`config.mk`:
```
export PLATFORM = sky130hd
export DESIGN_NAME = fsis_status_reg
export DESIGN_NICKNAME = d
export VERILOG_FILES = /design/src/verilog/fsis_pkg.sv /design/src/verilog/fsis_status_reg.sv
export SDC_FILE = /design/constraint.sdc
export NUM_CORES = 1
export LEC_CHECK = 0
export ABC_CLOCK_PERIOD_IN_PS = 2070
export BUFFER_PORTS_ARGS = -buffer_cell sky130_fd_sc_hd__buf_2
export CORE_MARGIN = 2
export CORE_UTILIZATION = 35
export DETAILED_ROUTE_END_ITERATION = 10
export GPL_ROUTABILITY_DRIVEN = 0
export PLACE_DENSITY = 0.76
export RECOVER_POWER = 50
export SLEW_MARGIN = 25
export SYNTH_ARGS = -nofsm -noshare
export SYNTH_HDL_FRONTEND = slang
export SYNTH_SLANG_ARGS = --single-unit
```
`constraint.sdc`:
```
create_clock -name clock -period 2.07 [get_ports clock]
set_input_delay 0.3105 -clock clock [delete_from_list [all_inputs] [get_ports clock]]
set_output_delay 0.3105 -clock clock [all_outputs]
set_load 0.05 [all_outputs]
```
`src/verilog/fsis_pkg.sv`:
```
// Package of constants and types for the fail-safe state and integrity register
package fsis_pkg;

  // ****************************************************************
  // Register layout
  // ****************************************************************
  localparam int unsigned REG_WIDTH        = 24;
  localparam int unsigned DEBUG_EXIT_BIT   = 22;
  localparam int unsigned DEBUG_MODE_BIT   = 21;
  localparam int unsigned CONFIG_CORR_BIT  = 19;
  localparam int unsigned INIT_CORR_BIT    = 16;
  localparam int unsigned STATE_CODE_LSB   = 8;
  localparam int unsigned STATE_CODE_WIDTH = 5;
  localparam logic [STATE_CODE_WIDTH-1:0] FAILSAFE_INIT_STATE = 5'h06;

  // ****************************************************************
  // Protected init registers
  // ****************************************************************
  localparam int unsigned INIT_REG_COUNT = 8;
  localparam int unsigned INIT_REG_WIDTH = 8;

  // ****************************************************************
  // Timing
  // ****************************************************************
  localparam int unsigned CLOCK_HZ          = 20_000_000;
  localparam int unsigned CHECK_PERIOD_MS   = 5;
  localparam int unsigned CHECK_CYCLES_FULL = CHECK_PERIOD_MS * (CLOCK_HZ / 1000);
  localparam int unsigned PERIOD_CNT_WIDTH  = 17;
  localparam logic [PERIOD_CNT_WIDTH-1:0] PERIOD_CNT_ZERO = 17'h00000;
  localparam logic [PERIOD_CNT_WIDTH-1:0] PERIOD_CNT_ONE  = 17'h00001;

  // ****************************************************************
  // Types
  // ****************************************************************
  typedef logic [INIT_REG_WIDTH-1:0] fsis_init_word_t;
  typedef fsis_init_word_t [INIT_REG_COUNT-1:0] fsis_init_bank_t;

  typedef struct packed {
    logic                  write;
    logic [REG_WIDTH-1:0]  data;
  } fsis_reg_write_t;

  typedef struct packed {
    logic                  done;
    logic                  mismatch;
  } fsis_crc_result_t;

  typedef struct packed {
    logic                        debugMode;
    logic                        configCorrupt;
    logic                        initCorrupt;
    logic [PERIOD_CNT_WIDTH-1:0] periodCount;
    logic                        checkStart;
    logic [REG_WIDTH-1:0]        readData;
  } fsis_state_t;

endpackage

```
`src/verilog/fsis_status_reg.sv`:
```
// Fail-safe state and integrity status/control register
// How it works
// - Restart configuration CRC check every 5 ms
// - CRC mismatch sets config corruption bit 19
// - Corruption flags clear on reset or write-1
// - Init registers compared continuously, flag bit 16
// - True copy not complement of shadow sets flag
// - State code in bits 12:8, init 0x06
// - Debug bit 21 and state field live
`timescale 1ns/1ns
module fsis_status_reg
  import fsis_pkg::*;
#(
  parameter int unsigned CHECK_CYCLES = fsis_pkg::CHECK_CYCLES_FULL
) (
  input  wire logic                                       clock,
  input  wire logic                                       nrst,
  input  wire fsis_pkg::fsis_reg_write_t                  regWrite,
  output logic [fsis_pkg::REG_WIDTH-1:0]                  readData,
  input  wire logic                                       debugEnter,
  input  wire logic [fsis_pkg::STATE_CODE_WIDTH-1:0]      failsafeStateCode,
  output logic                                            debugModeStatus,
  output logic                                            crcCheckStart,
  input  wire fsis_pkg::fsis_crc_result_t                 crcResult,
  input  wire fsis_pkg::fsis_init_bank_t                  initTrueCopy,
  input  wire fsis_pkg::fsis_init_bank_t                  initComplementCopy
);
  import fsis_pkg::*;

  // ****************************************************************
  // Init register comparison
  // ****************************************************************
  logic [INIT_REG_COUNT-1:0] initMismatch;
  logic                      anyInitMismatch;

  for (genvar i = 0; i < INIT_REG_COUNT; i++) begin : g_cmp
    // Pure combinational compare so a bad word is seen in the same cycle
    assign initMismatch[i] = (initTrueCopy[i] != ~initComplementCopy[i]);
  end
  assign anyInitMismatch = |initMismatch;

  // ****************************************************************
  // Next state
  // ****************************************************************
  localparam logic [PERIOD_CNT_WIDTH-1:0] PERIOD_RELOAD = PERIOD_CNT_WIDTH'(CHECK_CYCLES - 1);

  fsis_state_t state;
  fsis_state_t next_state;
  logic        exitReq;
  logic        clrConfig;
  logic        clrInit;

  assign exitReq   = regWrite.write && regWrite.data[DEBUG_EXIT_BIT];
  assign clrConfig = regWrite.write && regWrite.data[CONFIG_CORR_BIT];
  assign clrInit   = regWrite.write && regWrite.data[INIT_CORR_BIT];

  always_comb begin
    next_state = state;
    // Periodic restart of the configuration check
    if (state.periodCount == PERIOD_CNT_ZERO) begin
      next_state.periodCount = PERIOD_RELOAD;
      next_state.checkStart  = 1'b1;
    end else begin
      next_state.periodCount = state.periodCount - PERIOD_CNT_ONE;
      next_state.checkStart  = 1'b0;
    end
    // Set wins over a simultaneous write-1 clear
    if (crcResult.done && crcResult.mismatch) begin
      next_state.configCorrupt = 1'b1;
    end else if (clrConfig) begin
      next_state.configCorrupt = 1'b0;
    end
    if (anyInitMismatch) begin
      next_state.initCorrupt = 1'b1;
    end else if (clrInit) begin
      next_state.initCorrupt = 1'b0;
    end
    // Exit request beats a new entry in the same cycle
    if (exitReq) begin
      next_state.debugMode = 1'b0;
    end else if (debugEnter) begin
      next_state.debugMode = 1'b1;
    end
    // Readback, reserved bits zero; live fields sampled every cycle
    next_state.readData = '0;
    next_state.readData[DEBUG_MODE_BIT]  = state.debugMode;
    next_state.readData[CONFIG_CORR_BIT] = state.configCorrupt;
    next_state.readData[INIT_CORR_BIT]   = state.initCorrupt;
    next_state.readData[STATE_CODE_LSB +: STATE_CODE_WIDTH] = failsafeStateCode;
  end

  // ****************************************************************
  // State register
  // ****************************************************************
  always_ff @(posedge clock or negedge nrst) begin
    if (!nrst) begin
      state               <= '0;
      state.periodCount   <= PERIOD_RELOAD;
      state.readData[STATE_CODE_LSB +: STATE_CODE_WIDTH] <= FAILSAFE_INIT_STATE;
    end else begin
      state <= next_state;
    end
  end

  assign readData        = state.readData;
  assign debugModeStatus = state.debugMode;
  assign crcCheckStart   = state.checkStart;

  // ****************************************************************
  // Assertions
  // ****************************************************************
  int unsigned startGap;
  always_ff @(posedge clock or negedge nrst) begin
    if (!nrst) begin
      startGap <= 0;
    end else if (state.checkStart) begin
      startGap <= 1;
    end else if (startGap != 0) begin
      startGap <= startGap + 1;
    end
  end

  // ****************************************************************
  // Clearing and readback guards
  // ****************************************************************
  // Only these bits may read as one; a stray bit would look like a new fault
  localparam logic [REG_WIDTH-1:0] READ_MASK =
    (REG_WIDTH'(1) << DEBUG_MODE_BIT) |
    (REG_WIDTH'(1) << CONFIG_CORR_BIT) |
    (REG_WIDTH'(1) << INIT_CORR_BIT) |
    (REG_WIDTH'((1 << STATE_CODE_WIDTH) - 1) << STATE_CODE_LSB);
endmodule // fsis_status_reg

```
Word-level counts from Yosys, hierarchy flattened:

Cells that the tools add are included.

* add/sub/neg operators: 1
* multiply operators: 0
* div/mod/pow operators: 0
* magnitude comparators: 0
* eq/ne operators: 8
* shift operators: 0
* mux-type cells: 7
* bitwise operators: 8
* reduce and logical (&&, ||, !) cells: 9

Operators with widths (count)
* 8-bit inequality test: 8
* 8-bit inverter: 8
* 18-bit 2-to-1 mux: 1
* 17-bit logical NOT: 1
* 17-bit by 1-bit subtractor with 17-bit output (second input constant): 1
* 8-bit OR reduction: 1
* 1-bit 2-to-1 mux: 6
* 2-bit nonzero test: 3
* 1-bit logical AND: 4

* flip-flop bits (word level): 29
* bits in latches: 0
* memory bits (writable): 0
* ROM bits: 0
* logic and storage cells: 39
* memories kept: 0

Longest topological paths before layout:

Gate-level depths: netlist of run 1.

* depth after elaboration: 4
* mapped depth: 8
* depth with buffers taken out: 7

Worst setup path after synthesis of run 1:

OpenSTA, ideal clock, no wires.

* path type: register -> register
* start point: register state[25] (netlist name)
* end point: register state[39] (netlist name)
* setup time: 0.119 ns
* arrival: 1.681 ns
* data required time: 1.951 ns
* slack: 0.270 ns
* cell stages (with the launch flop): 9
* clock period less this slack: 1.800 ns
* cells stage by stage: dfstp_2 > inv_1 > ha_1 > or3b_2 > clkbuf_1 > nor3_4 > nand3b_1 > xor2_1 > nor2_2

RTL lines
* from (decl): RTL line fsis_status_reg.sv:47 `fsis_state_t state;`
* from (signal assigned): RTL line fsis_status_reg.sv:101 `state <= next_state;`

==> parameters.txt, run 1 <==
Parameter                              Value

Global route
  Met2 GRT Util    0.284
  Global router's overall resource usage    0.157
  Vias in the first global route    1,795
  GRT busiest layer    met2
  Number of antenna violations at the first check in global routing    0
  Met1 usage in global routing    0.174
  M3 GR Usage    0.0396
  Pin count of the biggest net entering global routing    30
  Total congestion overflow after global routing    0
  Global-route wire length before repair    7.74 mm

Clock network
  CTS Hold Buffers Added    0
  CTS Sinks    29
  CTS tree    done
  Clock-pin slew of the registers on the worst-case setup and hold paths    0.06 ns
  Source-to-sink clock delay at the later pin of the worst-skew pair    0.29 ns
  CTS Root Buffer Type    clkbuf_8
  H-tree depth    2
  Number of setup buffers added after CTS    0
  Number of clock buffers inserted by TritonCTS    5
  Maximum root-to-sink buffer count    2
  Cts repair resizes    0

Yosys
  Library cells used by synthesis    34
  Yosys synthesis warning count    0
  Syn_area_per_cell    10.1 um^2
  Share of synthesized registers carrying an async set or reset    1.00
  Most common flop cell mapped by yosys    dfrtp_1
  Top cells by area in the synthesized netlist    xnor2_1, dfrtp_1, dfstp_2
  Yosys top cell area share    0.262
  Cell accounting for the most synthesized area    xnor2_1
  Count of flip-flops with a built-in enable after synthesis    0
  Sequential-to-total area share from yosys stat    0.352
  Total standard cell area after synthesis    roughly 0.0021 mm^2
  Number of synthesized register bits    29
  Gate Count Post-Synth    209

Floorplanning
  Height of the die    81.5 um
  Num rows    28
  Die area    0.00664 mm^2
  Die span in x    81.5 um
  Number of placed I/O pins    between 150 and 200
  Starting Density    0.359
  Area of the core    0.00585 mm^2

Place
  Half-perimeter wire length after detailed placement    4.57 mm
  Post-placement worst setup slack    0.182 ns
  Cell area reported after detailed placement    0.00281 mm^2
  Count of input and output buffers    151
  Total placed cells including tap cells    between 400 and 500

Timing
  Highest Clock Rate    around 520 MHz
  Final Max Tran Viols    0
  Final min period    1.92 ns
  Sum Neg Setup Slack    0 ns
  Worst relative slew slack    0.0187
  Largest clock skew in the final design    0.00436 ns
  Number of hold violations in the final report    0
  Fin worst setup slack    0.153 ns
  Final worst-path cycle share    0.926
  RSZ-0062 raised after global routing    no
  Count of endpoints failing setup in the final report    0
  Tightest Pin Transition    approximately 1.5 ns

Drt
  Mean number of vias per cell    4.38
  Drc violations    0
  Wire length after detailed routing    5.28 mm
  Number of DRC markers in iteration 0    55
  Routed via count    between 1,500 and 2,000
  Average routed wire per standard cell    roughly 12 um
  Length of the first detailed-routing pass in iterations    4
  Antenna Violating Nets Remaining    0

Power
  Part of the total power dissipated in the clock network    0.342
  Net switching share of the total power    0.293
  Share of total power in combinational logic    0.269
  Net switching power of the design    0.000442 W
  Power Density    just over 500 mW/mm^2
  Leakage dissipation    1.39 nW
  Int Power    0.00107 W
  Part of the total power dissipated in sequential elements    0.389
  Worst ir drop on vdd    around 0.33 mV

Finish
  Number of non-filler instances in the completed layout    431
  Number of nets in the finished design    between 500 and 600
  Footprint of the multi-input gates    0.00120 mm^2
  Number of antenna repair diodes    0
  Fillcell total    roughly 530
  Total area of sequential cells    741 um^2
  Final core area utilization    0.497
  Area growth from synthesis to layout    38.3%
  Ratio of cells with drive above 1 in the final layout    0.511
  Post-route cell area    a little under 0.003 mm^2

Min path
  Worst min path class    in2reg

Setup path
  Crit Path Category    reg2reg
  Arrival time at the worst endpoint    2.07 ns
  Highest fanout seen on the critical path    6
  Critical path data required time    ~2.2 ns
  Kind of end point of the critical path    flip-flop
  Crit start category    flip-flop

Job
  Number of maximum-capacitance constraint violations    0

Outcome
  Result of the run    completed
[Yosys cell counts, drive strengths merged (3+ instances only)]
master  count
nor3        4
nand4       6
dfrtp      17
dfstp      12
xor2       14
nor2       13
or4         3
nand2      12
buf        27
xnor2      63
nor4       18
[final cells by class]
type | count | area share
clock buffer | 7 | 0.0331
clock inverter | 1 | 0.00172
inverter | 2 | 0.00258
multi-input combinational | 165 | 0.414
sequential | 29 | 0.255
tap | 75 | 0.0323
timing repair buffer | 152 | 0.262
[registers in the layout, summed over array words and instances (netlist names)]
name,count
crcCheckStart,1
readData,8
next_state,2
state,17
debugModeStatus,1
[power groups by stage]
stage / combinational (W) / clock [W] / sequential (W)
global placement: 0.000402 / 0 / 0.000596
global route: 0.000442 / 0.000551 / 0.000589
floorplan: 0.000251 / 0 / 0.000602
detailed placement: 0.000408 / 0 / 0.000597
CTS: 0.000409 / 0.000528 / 0.000587
finish: 0.000406 / 0.000517 / 0.000587
[kinds of logic after synthesis]
| kind of cell | after synthesis | share of synthesized area |
|---|---|---|
| buffers and inverters | 30 | 0.102 |
| other | 1 | 0.00178 |
| AO/OA/AOI/OAI | 6 | 0.0190 |
| adder cells (fa/ha/maj) | 2 | 0.0119 |
| flip-flops | 29 | 0.352 |
| AND/OR/NAND/NOR | 64 | 0.192 |
| XOR/XNOR | 77 | 0.321 |
[worst paths after layout]
path                                 startpoint           end  slack, ns  cells after the start
min in group asynchronous                  nrst  readData[11]       0.37                      1
hold / removal             failsafeStateCode[2]  readData[10]       0.12                      1
setup reg to reg                      state[29]     state[38]       0.15                      6
max in group asynchronous                  nrst     state[38]       0.84                      1
setup / recovery                      state[29]     state[38]       0.15                      6
hold reg to reg                  next_state[16]  readData[16]       0.38                      0
[layout by cell type, fill, tap and decap left out, types with 2 or more instances in the layout]
| cell type | Yosys | routed |
|---|---|---|
| or4_1 | 3 | 3 |
| dfrtp_1 | 17 | 17 |
| nand4_1 | 6 | 6 |
| nand2_1 | 12 | 12 |
| dfstp_2 | 12 | 12 |
| ha_1 | 2 | 2 |
| conb_1 | 1 | 16 |
| nor2_1 | 11 | 11 |
| nor4_2 | 2 | 2 |
| nor3_4 | 2 | 2 |
| inv_1 | 2 | 2 |
| clkbuf_8 | 0 | 7 |
| nor4_1 | 15 | 15 |
| nor2_2 | 2 | 2 |
| nor3_1 | 2 | 2 |
| xor2_1 | 14 | 14 |
| xnor2_1 | 63 | 63 |
| a21oi_1 | 2 | 2 |
| buf_2 | 1 | 150 |
[metal layers]
metal  up-vias  routed length (um)
met5         -                   0
met4         0                  94
met3         7                 352
met2        82                2820
met1       844                2010
li1        953                   -
[critical path, cell delays in order (launching register included)]
cell	delay, ns
dfstp_2	0.39
or4_1	0.67
buf_4	0.23
nor3_4	0.20
nand2_1	0.09
xor2_1	0.14
nor2_1	0.06
[per-stage QoR]
step | power (W) | hold WS, ns
global placement | 0.000998 | 0.354
detailed placement | 0.00101 | 0.363
CTS | 0.00152 | 0.0543
global route | 0.00158 | 0.109
floorplan | 0.000853 | 0.0149
finish | 0.00151 | 0.124
Note: power is estimated with default switching activity, not from simulation.
==> inputs of run 2 (changes only) <==
ABC_AREA = 1   (was unset)
ABC_CLOCK_PERIOD_IN_PS = 1900   (was 2070)
PLACE_DENSITY = 0.69   (was 0.76)
clock period = 1.9 ns   (was 2.07 ns; I/O delays follow)
==> parameters.txt, run 2 <==
Parameter                              Value

Floorplanning
  Starting Density    0.361
  Num rows    32
  Die area    0.00865 mm^2
  Number of placed I/O pins    189
  Height of the die    ~93 um
  Die span in x    93.0 um
  Area of the core    about 0.0077 mm^2

Drt
  Mean number of vias per cell    between 4 and 5
  Antenna Violating Nets Remaining    0
  Average routed wire per standard cell    between 9 and 10 um
  Number of DRC markers in iteration 0    81
  Wire length after detailed routing    6.53 mm
  Drc violations    0
  Length of the first detailed-routing pass in iterations    6
  Routed via count    about 2,900

Timing
  Final worst-path cycle share    0.774
  Highest Clock Rate    680 MHz
  Count of endpoints failing setup in the final report    0
  Number of hold violations in the final report    0
  Final min period    approximately 1.5 ns
  Worst relative slew slack    -0.00619
  Sum Neg Setup Slack    0 ns
  Fin worst setup slack    0.430 ns
  Final Max Tran Viols    30
  Tightest Pin Transition    about 1.5 ns
  Largest clock skew in the final design    approximately 0.0023 ns
  RSZ-0062 raised after global routing    no

Clock network
  Cts repair resizes    0
  Maximum root-to-sink buffer count    2
  CTS Sinks    29
  Source-to-sink clock delay at the later pin of the worst-skew pair    0.28 ns
  CTS Hold Buffers Added    0
  CTS Root Buffer Type    clkbuf_8
  CTS tree    done
  H-tree depth    2
  Clock-pin slew of the registers on the worst-case setup and hold paths    0.06 ns
  Number of setup buffers added after CTS    0
  Number of clock buffers inserted by TritonCTS    5

Finish
  Commonest non-fill, non-tap cells in the layout    nand2_1, buf_2, inv_1, nor2_1, dfrtp_1
  Number of nets in the finished design    between 700 and 800
  Footprint of the multi-input gates    0.00154 mm^2
  Total area of sequential cells    ~740 um^2
  Ratio of cells with drive above 1 in the final layout    0.327
  Area growth from synthesis to layout    31.6%
  Commonest non-fill, non-tap cell in the layout    nand2_1
  Most flops, register    state
  Fillcell total    806
  Number of flip-flops under the largest register name    17

Global route
  Vias in the first global route    about 2,800
  Number of antenna violations at the first check in global routing    1
  Pin count of the biggest net entering global routing    30
  Global router's overall resource usage    0.158
  Global-route wire length before repair    11.0 mm
  Total congestion overflow after global routing    0

Yosys
  Library cells used by synthesis    31
  Yosys synthesis warning count    0
  Cell accounting for the most synthesized area    nand2_1
  Syn_area_per_cell    6.16 um^2
  Total standard cell area after synthesis    0.00277 mm^2
  Most common cell in the netlist    nand2_1
  Gate Count Post-Synth    between 400 and 500
  Number of synthesized register bits    29
  Sequential-to-total area share from yosys stat    0.267
  Count of flip-flops with a built-in enable after synthesis    0
  Commonest cells post-synth    nand2_1, inv_1, nor2_1
  Yosys top cell area share    0.232
  Share of synthesized registers carrying an async set or reset    1.00
  Top cells by area in the synthesized netlist    nand2_1, dfrtp_1, inv_1
  Most common flop cell mapped by yosys    dfrtp_1

Min path
  Worst-case hold path end point    readData[10]
  Worst min path class    in2reg
  Worst hold stages    1
  Worst hold path startpoint    failsafeStateCode[2]

Power
  Worst ir drop on vdd    0.238 mV
  Leakage dissipation    around 2.4 nW
  Power Density    about 500 mW/mm^2

Setup path
  Arrival time at the worst endpoint    ~1.6 ns
  Start point of the critical path    state[25]
  Worst reg2reg path endpoint    state[39]
  Kind of end point of the critical path    flip-flop
  Reg-to-Reg Start    state[25]
  Cells on worst reg2reg path    7
  Critical path data required time    ~2.1 ns
  Register-to-register setup slack    0.43 ns
  Highest fanout seen on the critical path    4
  Crit start category    flip-flop
  Crit Path Category    reg2reg

Place
  Count of input and output buffers    between 150 and 200
  Post-placement worst setup slack    approximately 0.44 ns
  Half-perimeter wire length after detailed placement    5.90 mm

Outcome
  Result of the run    finished, violations left
  Failing checks    max-capacitance violations, max-slew violations

Job
  Number of maximum-capacitance constraint violations    1
## run 2: worst max path at each step
stage / endpoint / slack (ns) / cells past startpoint
finish: state[39] / 0.43 / 7
global placement: state[39] / 0.46 / 7
detailed placement: state[36] / 0.44 / 7
floorplan: state[39] / 0.51 / 7
global route: next_state[16] / 0.31 / 1
CTS: state[36] / 0.43 / 7
## run 2: metal layers
| layer | routed length, um | up-vias | GRT usage |
|---|---|---|---|
| met5 | 0 | - | 0 |
| li1 | - | 1552 | - |
| met4 | 149 | 0 | 0.0613 |
| met2 | 3410 | 96 | 0.304 |
| met3 | 509 | 12 | 0.0379 |
| met1 | 2460 | 1193 | 0.164 |
## run 2: through the flow
stage / util / hold slack [ns] / power, W / instances / instance area (um^2)
after global routing: 0.475 / 0.0915 / 0.00190 / 703 / 3650
after detailed placement: 0.459 / 0.344 / 0.00115 / 694 / 3530
final: 0.475 / 0.104 / 0.00177 / 703 / 3650
after CTS: 0.474 / 0.0374 / 0.00180 / 702 / 3650
after floorplan: - / -0.0106 / 0.000966 / 465 / 2830
after global placement: 0.459 / 0.338 / 0.00113 / 694 / 3530
## run 2: where the power goes
part | total, W | leakage (nW) | internal (W) | switching [W]
Clock | 0.000644 | 0.0585 | 0.000426 | 0.000218
Sequential | 0.000639 | 0.324 | 0.000635 | 0.00000451
Combinational | 0.000490 | 1.97 | 0.000197 | 0.000293
## run 2: cell families after synthesis
logic type	after synthesis	share of synthesized area
other cells	1	0.00135
buf+inv	122	0.198
compound gates	9	0.0203
simple gates	261	0.422
flops	29	0.267
xor+xnor	26	0.0822
fa+ha+maj	2	0.00903
## run 2: cell type report
class / instances / share of cell area
multi-input cells: 314 / 0.422
diodes: 1 / 0.000686
clock buffers: 7 / 0.0237
well taps: 102 / 0.0350
inverters: 98 / 0.101
flip-flops and latches: 29 / 0.203
clock inverters: 1 / 0.00823
repair buffers: 151 / 0.207
## run 2: worst max-delay path, cell delays in order, from the launching register on
cell	delay (ns)
dfstp_2	0.58
inv_1	0.09
ha_1	0.25
nand2_4	0.13
nor3_4	0.05
nand2_1	0.07
xor2_1	0.14
nor2_1	0.05
